### src/logic/elpo_consts.vh
/*
 * Constants for the legacy-support and port-override configuration registers.
 * Assumes byte-addressed configuration space with dword-aligned accesses.
 */
// Behaviour
// - Port owner bit never mirrors override register
// - Override register kept in suspend power domain
// - Override bit hands port to companion controller
// - Overridden port always reports disconnected
// - Override bits 5:1 read/write, rest reserved
// - Capability ID reads 01h
// - Next capability pointer reads 00h
// - Bit 24 OS ownership semaphore, read/write
// - Bit 16 firmware ownership semaphore, read/write
// - Capability bits 31:25, 23:17 read zero
// - Bit 30 set on command register write
// - Bit 29 set on OS semaphore change
// - Status bits 28:22 read zero
// - Shadow of async-advance status, read-only
// - Shadow of host system error, read-only
// - Shadow of frame list rollover, read-only
// - Shadow of port change detect, read-only
// - Shadow of transfer error status, read-only
`ifndef ELPO_CONSTS_VH
`define ELPO_CONSTS_VH

// ----------------------------------------
// Offsets
// ----------------------------------------
`define ELPO_OFS_OVERRIDE 8'h64
`define ELPO_OFS_LEG_CAP 8'h68
`define ELPO_OFS_LEG_CS 8'h6C
`define ELPO_OFS_COMMAND 8'h04
`define ELPO_OFS_MEM_BAR 8'h10

// ----------------------------------------
// Fields and reset values
// ----------------------------------------
`define ELPO_OVR_MASK 16'h003E
`define ELPO_OVR_RESET 16'h0000
`define ELPO_CAP_ID 8'h01
`define ELPO_CAP_NEXT 8'h00
`define ELPO_CAP_OS_BIT 24
`define ELPO_CAP_FW_BIT 16
`define ELPO_CS_BAR_BIT 31
`define ELPO_CS_CMD_BIT 30
`define ELPO_CS_OSCHG_BIT 29
`define ELPO_CS_ASYNC_BIT 21
`define ELPO_CS_HSE_BIT 20
`define ELPO_CS_FLR_BIT 19
`define ELPO_CS_PCD_BIT 18
`define ELPO_CS_ERR_BIT 17
`define ELPO_NUM_PORTS 6

`endif

### src/logic/elpo_port_route.v
/*
 * Per-port routing: picks companion ownership and masks connect status.
 * Assumes all inputs are on core_clk from the same domain.
 */
module elpo_port_route #(
	parameter NUM_PORTS = 6
) (
	input wire [NUM_PORTS-1:0] override_bits,
	input wire [NUM_PORTS-1:0] routing_to_companion,
	input wire [NUM_PORTS-1:0] enh_connect_raw,
	output wire [NUM_PORTS-1:0] companion_owns_port,
	output wire [NUM_PORTS-1:0] enh_connect_status
);
	// ----------------------------------------
	// Routing
	// ----------------------------------------
	// Override wins over the normal decision
	assign companion_owns_port = override_bits | routing_to_companion;
	assign enh_connect_status = enh_connect_raw & ~override_bits;
endmodule // elpo_port_route

### src/logic/elpo_regs.v
/*
 * Legacy-support capability, control/status and companion port override
 * registers reached by configuration accesses.
 * Assumes a one-cycle write/read strobe on core_clk and shadow inputs
 * from the operational status register on the same clock.
 */
`include "elpo_consts.vh"
module elpo_regs #(
	parameter NUM_PORTS = `ELPO_NUM_PORTS
) (
	input wire core_clk,
	input wire rst,
	input wire clk_en,
	input wire cfg_wr,
	input wire cfg_rd,
	input wire [7:0] cfg_addr,
	input wire [3:0] cfg_be,
	input wire [31:0] cfg_wdata,
	output reg [31:0] cfg_rdata,
	input wire sts_async_advance,
	input wire sts_host_sys_err,
	input wire sts_frame_rollover,
	input wire sts_port_change,
	input wire transfer_error_irq_status,
	input wire [NUM_PORTS-1:0] routing_to_companion,
	input wire [NUM_PORTS-1:0] enh_connect_raw,
	output wire [NUM_PORTS-1:0] companion_owns_port,
	output wire [NUM_PORTS-1:0] enh_connect_status,
	output wire os_owned,
	output wire fw_owned
);
	// ----------------------------------------
	// State
	// ----------------------------------------
	// Reset here stands for suspend-well reset only; core power loss keeps it
	reg [15:0] override_reg;
	reg os_sem_reg;
	reg fw_sem_reg;
	reg smi_bar_reg;
	reg smi_cmd_reg;
	reg smi_oschg_reg;
	reg [31:0] cap_word;
	reg [31:0] cs_word;

	wire wr_ovr = cfg_wr && cfg_addr == `ELPO_OFS_OVERRIDE;
	wire wr_cap = cfg_wr && cfg_addr == `ELPO_OFS_LEG_CAP;
	wire wr_cs = cfg_wr && cfg_addr == `ELPO_OFS_LEG_CS;
	wire wr_cmd = cfg_wr && cfg_addr == `ELPO_OFS_COMMAND && (cfg_be[1] || cfg_be[0]);
	wire wr_bar = cfg_wr && cfg_addr == `ELPO_OFS_MEM_BAR && cfg_be != 4'h0;
	wire os_new = (wr_cap && cfg_be[3]) ? cfg_wdata[`ELPO_CAP_OS_BIT] : os_sem_reg;

	// Write-one-to-clear helper; a set in the same cycle wins
	function w1c;
		input cur;
		input set;
		input clr;
		begin
			w1c = set | (cur & ~clr);
		end
	endfunction

	// ----------------------------------------
	// Registers
	// ----------------------------------------
	// Firmware is trusted to write override only before configuration
	// and never to port 0; hardware drops the port 0 bit but does not police timing.
	always @(posedge core_clk) begin
		if (rst) begin
			override_reg <= `ELPO_OVR_RESET;
			os_sem_reg <= 1'b0;
			fw_sem_reg <= 1'b0;
			smi_bar_reg <= 1'b0;
			smi_cmd_reg <= 1'b0;
			smi_oschg_reg <= 1'b0;
		end else if (clk_en) begin
			if (wr_ovr && cfg_be[0])
				override_reg <= {8'h00, cfg_wdata[7:0]} & `ELPO_OVR_MASK;
			if (wr_cap && cfg_be[2])
				fw_sem_reg <= cfg_wdata[`ELPO_CAP_FW_BIT];
			os_sem_reg <= os_new;
			smi_bar_reg <= w1c(smi_bar_reg, wr_bar,
				wr_cs && cfg_be[3] && cfg_wdata[`ELPO_CS_BAR_BIT]);
			smi_cmd_reg <= w1c(smi_cmd_reg, wr_cmd,
				wr_cs && cfg_be[3] && cfg_wdata[`ELPO_CS_CMD_BIT]);
			smi_oschg_reg <= w1c(smi_oschg_reg, os_new != os_sem_reg,
				wr_cs && cfg_be[3] && cfg_wdata[`ELPO_CS_OSCHG_BIT]);
		end
	end

	// ----------------------------------------
	// Read data
	// ----------------------------------------
	always @* begin
		cap_word = 32'h00000000;
		cap_word[7:0] = `ELPO_CAP_ID;
		cap_word[15:8] = `ELPO_CAP_NEXT;
		cap_word[`ELPO_CAP_FW_BIT] = fw_sem_reg;
		cap_word[`ELPO_CAP_OS_BIT] = os_sem_reg;
		cs_word = 32'h00000000;
		cs_word[`ELPO_CS_BAR_BIT] = smi_bar_reg;
		cs_word[`ELPO_CS_CMD_BIT] = smi_cmd_reg;
		cs_word[`ELPO_CS_OSCHG_BIT] = smi_oschg_reg;
		// Shadows follow the source; clearing is done at the source
		cs_word[`ELPO_CS_ASYNC_BIT] = sts_async_advance;
		cs_word[`ELPO_CS_HSE_BIT] = sts_host_sys_err;
		cs_word[`ELPO_CS_FLR_BIT] = sts_frame_rollover;
		cs_word[`ELPO_CS_PCD_BIT] = sts_port_change;
		cs_word[`ELPO_CS_ERR_BIT] = transfer_error_irq_status;
	end

	always @(posedge core_clk) begin
		if (rst) begin
			cfg_rdata <= 32'h00000000;
		end else if (clk_en && cfg_rd) begin
			case (cfg_addr)
				`ELPO_OFS_OVERRIDE: cfg_rdata <= {16'h0000, override_reg};
				`ELPO_OFS_LEG_CAP: cfg_rdata <= cap_word;
				`ELPO_OFS_LEG_CS: cfg_rdata <= cs_word;
				default: cfg_rdata <= 32'h00000000;
			endcase
		end
	end

	assign os_owned = os_sem_reg && !fw_sem_reg;
	assign fw_owned = fw_sem_reg;

	// ----------------------------------------
	// Port routing
	// ----------------------------------------
	// Operational port-owner bits are not driven from here.
	elpo_port_route #(
		.NUM_PORTS(NUM_PORTS)
	) u_route (
		.override_bits({override_reg[NUM_PORTS-1:1], 1'b0}),
		.routing_to_companion(routing_to_companion),
		.enh_connect_raw(enh_connect_raw),
		.companion_owns_port(companion_owns_port),
		.enh_connect_status(enh_connect_status)
	);
endmodule // elpo_regs

### config.mk
export PLATFORM = sky130hd
export DESIGN_NAME = elpo_regs
export DESIGN_NICKNAME = d
export VERILOG_FILES = /design/src/logic/elpo_port_route.v /design/src/logic/elpo_regs.v
export VERILOG_INCLUDE_DIRS = /design/src /design/src/logic
export SDC_FILE = /design/constraint.sdc
export NUM_CORES = 1
export LEC_CHECK = 0
export ABC_AREA = 1
export BUFFER_PORTS_ARGS = -buffer_cell sky130_fd_sc_hd__buf_2
export CORE_MARGIN = 1.5
export CORE_UTILIZATION = 35
export DETAILED_ROUTE_END_ITERATION = 16
export PLACE_DENSITY = 0.76
export SYNTH_ARGS = -nofsm -noshare
export SYNTH_HDL_FRONTEND = slang
export SYNTH_SLANG_ARGS = --single-unit
### constraint.sdc
create_clock -name core_clk -period 1 [get_ports core_clk]
set_clock_uncertainty 0.2 [all_clocks]
set_input_delay 0 -clock core_clk [delete_from_list [all_inputs] [get_ports core_clk]]
set_output_delay 0 -clock core_clk [all_outputs]
set_load 0.02 [all_outputs]
==> summary.txt, run 1 <==
STA
  – Final worst path period share: 116%
  – Min Hold Slack: -0.139 ns
  – Setup violators final: 20
  – Slew Limit Fails: 0
  – Setup ws final: -0.165 ns
  – Final hold vios: 20
  – Fmax: 859 MHz
  – Unrepaired setup endpoints after global routing: yes
  – Final min period: 1.16 ns

Synth
  – Commonest cells in the netlist: nand2_1, dfxtp_1, inv_1, nor2_1, a21oi_1
  – Largest family of logic cells by synthesized area: simple AND/OR/NAND/NOR gates
  – Ys async rst share: 0%
  – Yosys warns: 0
  – Post-synthesis sequential area ratio: 36.8%
  – Most numerous cell in the Yosys netlist: nand2_1
  – Post-synthesis mux area share: 0%
  – Top area cells in the synthesized netlist: dfxtp_1, nand2_1, buf_4, a21oi_1, inv_1
  – Synthesized cell area: 1410 um2
  – Post-synthesis compound-gate area fraction: 13.7%
  – Simple-gate share of the synthesized area: 31.2%
  – Main synth FF type: dfxtp_1
  – Synth unique cells: 24
  – Gate Count Post-Synth: 202
  – Synth Area in Adders: 0%
  – XOR/XNOR Fraction of Synth Area: 0%
  – Syn_area_per_cell: 6.99 um2
  – Register bit total from synthesis: 26
  – Dominant cell type by area after synthesis: dfxtp_1
  – EDFF count, synth: 0
  – Yosys top cell area share: 36.8%

Route
  – DR WL met2: 2.07 mm
  – Vias/cell: 4.42
  – WL final: 3.95 mm
  – DRC: 0
  – Starting DRT DRC Count: 62
  – Top Metal Used: met4
  – Met3 routed WL: 253 um
  – Antenna Violating Nets Remaining: 0
  – First-pass DRT Iterations: 4
  – DR vias: 1579
  – Met1 Wirelength: 1.58 mm
  – Average wire per standard cell: 11.1 um

CTS
  – Reg clk slew, reported paths: 0.10 ns
  – CTS tree: yes
  – Root Driver: clkbuf_8
  – H-tree levels: 1
  – Cts bufs inserted: 3
  – Clock buffer depth: 2
  – Worst-skew pair later-pin latency: 0.26 ns
  – CTS sink count: 26

Cells and area
  – Nets@finish: 376
  – Share of layout cells above drive strength 1: 46.3%
  – # diodes: 0
  – Max FFs per register: 16
  – Post-route cell area: 2440 um2
  – Finished Layout Cells: 357
  – Synthesis-to-finish area growth: 72.5%
  – Final core utilization: 64.6%

Worst setup path
  – Crit end category: output pin
  – Worst Path Arrival: 0.96 ns
  – Worst setup SP type: flop
  – Crit-path max FO: 2
  – Critical path class: flop to output pin
  – Critical Path RT: 0.80 ns

Die
  – Site Rows: 22
  – Die area: 4430 um2
  – Die Wd: 66.5 um
  – Die H: 66.5 um
  – Core ar.: 3770 um2
  – # IOs: 112
  – Initial Utilization: 37.5%

Power and ir drop
  – PwrDens: 1050 nW/um2
  – VDD IR-drop max: 0.968 mV
  – Leak: 1.23 nW

Run
  – MaxCap Viol Count: 0

Place
  – DP Area: 1820 um2
  – PortBufs: 69
  – Post-DP HPWL: 2.51 mm
  – RePlAce Congestion: 0.775
  – Dpl cells: 321

GRT
  – Global route total overflow: 0
  – Largest net degree at the start of global routing: 27
  – GRT Overall Usage: 16.2%
  – First-pass GRT wire length: 5.75 mm
  – Vias in the first global route: 1473
  – Antenna violations before repair: 0

Outcome
  – Outcome: finished with violations
  – Failing checks: negative hold slack, negative setup slack

Min path
  – Worst hold path type: input port to flop
## power by group
part / switching [W] / leakage, nW / total (W) / internal (W)
Clock: 0.000335 / 0.0357 / 0.000870 / 0.000535
Sequential: 0.0000176 / 0.217 / 0.00109 / 0.00107
Combinational: 0.000321 / 0.981 / 0.000612 / 0.000291
## worst max-delay path: stages (launching register included)
cell and delay [ns]:
dfxtp_2 0.34, or2_4 0.22, buf_6 0.13
## stage by stage
step           TNS (ns)  worst slack (ns)  total power (W)  hold WS [ns]
2_1_floorplan         0           0.00659          0.00141        -0.131
3_3_place_gp      -2.87            -0.147          0.00155        -0.200
3_5_place_dp      -3.44            -0.187          0.00156        -0.200
4_1_cts           -1.76            -0.164          0.00255        -0.142
5_1_grt           -2.56            -0.190          0.00267        -0.113
6_report          -1.80            -0.165          0.00257        -0.139
## final cells by class
type	instances	area, um2
clock buffer	3	41.3
clock inverter	1	30.0
fill	305	1330
inverter	22	82.6
multi-input combinational	144	793
sequential	26	536
tap	48	60.1
timing repair buffer	113	895
## what timing repair did
action	4_1_cts	5_1_grt
endpoints found under the setup margin	13	37
resized for setup	58	35
hold buffers	19	1
buffers inserted	12	0
endpoints found under the hold margin	20	11
pin swaps	12	4
## cell families after synthesis
group	Yosys count
flip-flops	26
other	1
buffers and inverters	47
AO/OA/AOI/OAI	38
AND/OR/NAND/NOR	90
## layout by cell type, fill, tap and decap left out, drive strengths merged
cell type and count:
nand3 7, inv 22, conb 16, nor3 2, or2 5, buf 93
and3 1, nor2 27, o2111ai 1, dlygate4sd3 20, clkbuf 3, dfxtp 26
nand4 4, nand2 44, o21ai 17, bufinv 1, a21oi 20
## per-layer routing
layer / track usage [%] / up-vias
met3: 2.70 / 4
met1: 16.7 / 691
met5: 0 / -
li1: - / 820
met4: 3.06 / 0
met2: 33.6 / 64
## final timing paths
path,slack (ns),start,cells past startpoint,endpoint
worst min-delay path,-0.14,cfg_addr[6],4,smi_cmd_reg
worst max-delay path,-0.16,override_reg[4],2,companion_owns_port[4]
worst max register to register,-0.09,os_sem_reg,6,smi_oschg_reg
worst min register to register,0.27,smi_cmd_reg,2,smi_cmd_reg
No activity file was read; power rests on OpenSTA's default activity.
==> run 2, diff against run 1 <==
Settings changed: CORE_ASPECT_RATIO from default to 1.25.
==> run 2 against run 1 <==
Compared with the run above:
- the run still ends with negative hold slack, negative setup slack left
- sequential cell count unchanged
- clock power about the same
- combinational power decreased by 3%
- sequential share of layout area increased by 0.24 points
- die area about the same
- final area decreased by 1.1%
- sequential power about the same
- wire length decreased by 0.48%
- count of clock-buffer cells in the layout unchanged
==> summary.txt, run 2 (synthesized netlist as in run 1, its figures left out) <==
Outcome
  – Outcome: finished with violations
  – Failing checks: negative hold slack, negative setup slack

Cells and area
  – Synthesis-to-finish area growth: 70.7%
  – Nets@finish: 375
  – Leading cell type in the layout, fill and taps excluded: buf_2
  – Max FFs per register: 16
  – Post-route cell area: 2410 um2
  – Fill cell total of the finished layout: 373
  – Share of layout cells above drive strength 1: 46.1%
  – # diodes: 0
  – Most frequent cells in the layout: buf_2, nand2_1, buf_4, dlygate4sd3_1

Power and ir drop
  – Sw Share: 26.3%
  – Leak: 1.22 nW
  – Sequential Power Share: 42.5%
  – Power Internal: 0.00188 W
  – Comb pwr share: 23.3%
  – PwrDens: 1060 nW/um2
  – Clock power share: 34.2%
  – VDD IR-drop max: 0.753 mV
  – Sw Pwr: 0.000671 W

CTS
  – Root Driver: clkbuf_8
  – Clock buffer depth: 2
  – H-tree levels: 1
  – CTS tree: yes
  – CTS sink count: 26
  – Reg clk slew, reported paths: 0.09 ns
  – Worst-skew pair later-pin latency: 0.27 ns
  – Cts bufs inserted: 3

Run
  – MaxCap Viol Count: 0

GRT
  – First-pass GRT wire length: 5.91 mm
  – Largest net degree at the start of global routing: 27
  – GRT Overall Usage: 17.5%
  – Vias in the first global route: 1460
  – Antenna violations before repair: 0
  – Global route total overflow: 0

STA
  – Final hold vios: 20
  – Final worst path period share: 118%
  – Min Hold Slack: -0.188 ns
  – Fmax: 847 MHz
  – Slew Limit Fails: 0
  – Setup violators final: 16
  – Final min period: 1.18 ns
  – Unrepaired setup endpoints after global routing: yes
  – Setup ws final: -0.180 ns

Min path
  – Hold Path Sink: fw_owned
  – Hold path start: cfg_be[2]
  – Hold path depth: 3
  – Worst hold path type: input port to flop

Worst setup path
  – Crit-path max FO: 3
  – Worst R2R Setup Slack: -0.06 ns
  – Worst setup SP type: flop
  – Reg-to-Reg End: smi_oschg_reg
  – Cells on worst reg2reg path: 6
  – Critical path class: flop to output pin
  – Worst Path Arrival: 0.98 ns
  – Critical path, cell by cell: or2_4 -> buf_6
  – Critical Path RT: 0.80 ns
  – Slowest stage delay, CP: 0.35 ns
  – Crit end category: output pin
  – Slowest-stage cell, CP: dfxtp_2
  – R2r startpoint: os_sem_reg

Die
  – Die Wd: 59.8 um
  – Initial Utilization: 37.0%
  – Core ar.: 3820 um2
  – Site Rows: 25
  – Die area: 4430 um2
  – # IOs: 112
  – Die H: 74.0 um

Route
  – Vias/cell: 4.44
  – Antenna Violating Nets Remaining: 0
  – WL final: 3.93 mm
  – DRC: 0
  – DR vias: 1606
  – First-pass DRT Iterations: 4
  – Starting DRT DRC Count: 31
  – Average wire per standard cell: 10.9 um

Place
  – DP Area: 1860 um2
  – RePlAce Congestion: 0.835
  – Post-DP HPWL: 2.58 mm
  – PortBufs: 69
==> run 2: repair_timing <==
item / CTS / global route
hold endpoints to repair: 20 / 14
resized for setup: 45 / 40
setup endpoints to repair: 13 / 34
buffers inserted: 8 / 0
hold buffers: 19 / 1
pin swaps: 14 / 8
==> run 2: metrics by stage <==
stage	power (W)	util (%)	worst slack, ns	setup TNS, ns	cells
6_report	0.00255	63.2	-0.180	-1.80	362
5_1_grt	0.00266	63.2	-0.202	-2.37	362
4_1_cts	0.00253	60.2	-0.170	-1.77	362
3_5_place_dp	0.00155	48.6	-0.197	-3.87	331
3_3_place_gp	0.00154	48.6	-0.180	-3.53	331
2_1_floorplan	0.00141	-	0.00659	0	217
==> run 2: worst max-delay path by stage <==
stage	start	end	slack, ns
after floorplan	cfg_addr[4]	fw_owned	0.007
after global placement	cfg_addr[4]	override_reg[1]	-0.18
after detailed placement	cfg_addr[4]	override_reg[1]	-0.20
after CTS	override_reg[1]	companion_owns_port[1]	-0.17
after global routing	override_reg[3]	companion_owns_port[3]	-0.20
final	override_reg[3]	companion_owns_port[3]	-0.18
==> run 2: per-layer routing <==
layer | share of wire (%) | global-route usage (%) | vias up | routed length [um]
li1 | - | - | 817 | -
met5 | 0 | 0 | - | 0
met3 | 4.9 | 2.43 | 11 | 192
met4 | 2.4 | 8.64 | 0 | 96
met1 | 38 | 17.5 | 715 | 1490
met2 | 55 | 34.1 | 63 | 2150
==> run 2: layout make-up <==
type	instances	area [um2]	share of cell area [%]
clock buffer	3	41.3	1.71
clock inverter	1	30.0	1.25
inverter	22	82.6	3.43
multi-input combinational	144	786	32.6
sequential	26	536	22.2
tap	54	67.6	2.80
timing repair buffer	112	868	36.0
==> run 2: critical path: cells and delay by family (launching register included) <==
kind | cells | cell delay [ns]
simple gates | 1 | 0.23
flops | 1 | 0.35
buf+inv | 1 | 0.13
==> run 2: power by group through the flow <==
stage                     clock, W  sequential (W)  combinational, W
after floorplan                  0         0.00115          0.000268
after global placement           0         0.00111          0.000434
after detailed placement         0         0.00111          0.000441
after CTS                 0.000888         0.00109          0.000556
after global routing      0.000924         0.00109          0.000645
final                     0.000873         0.00109          0.000594
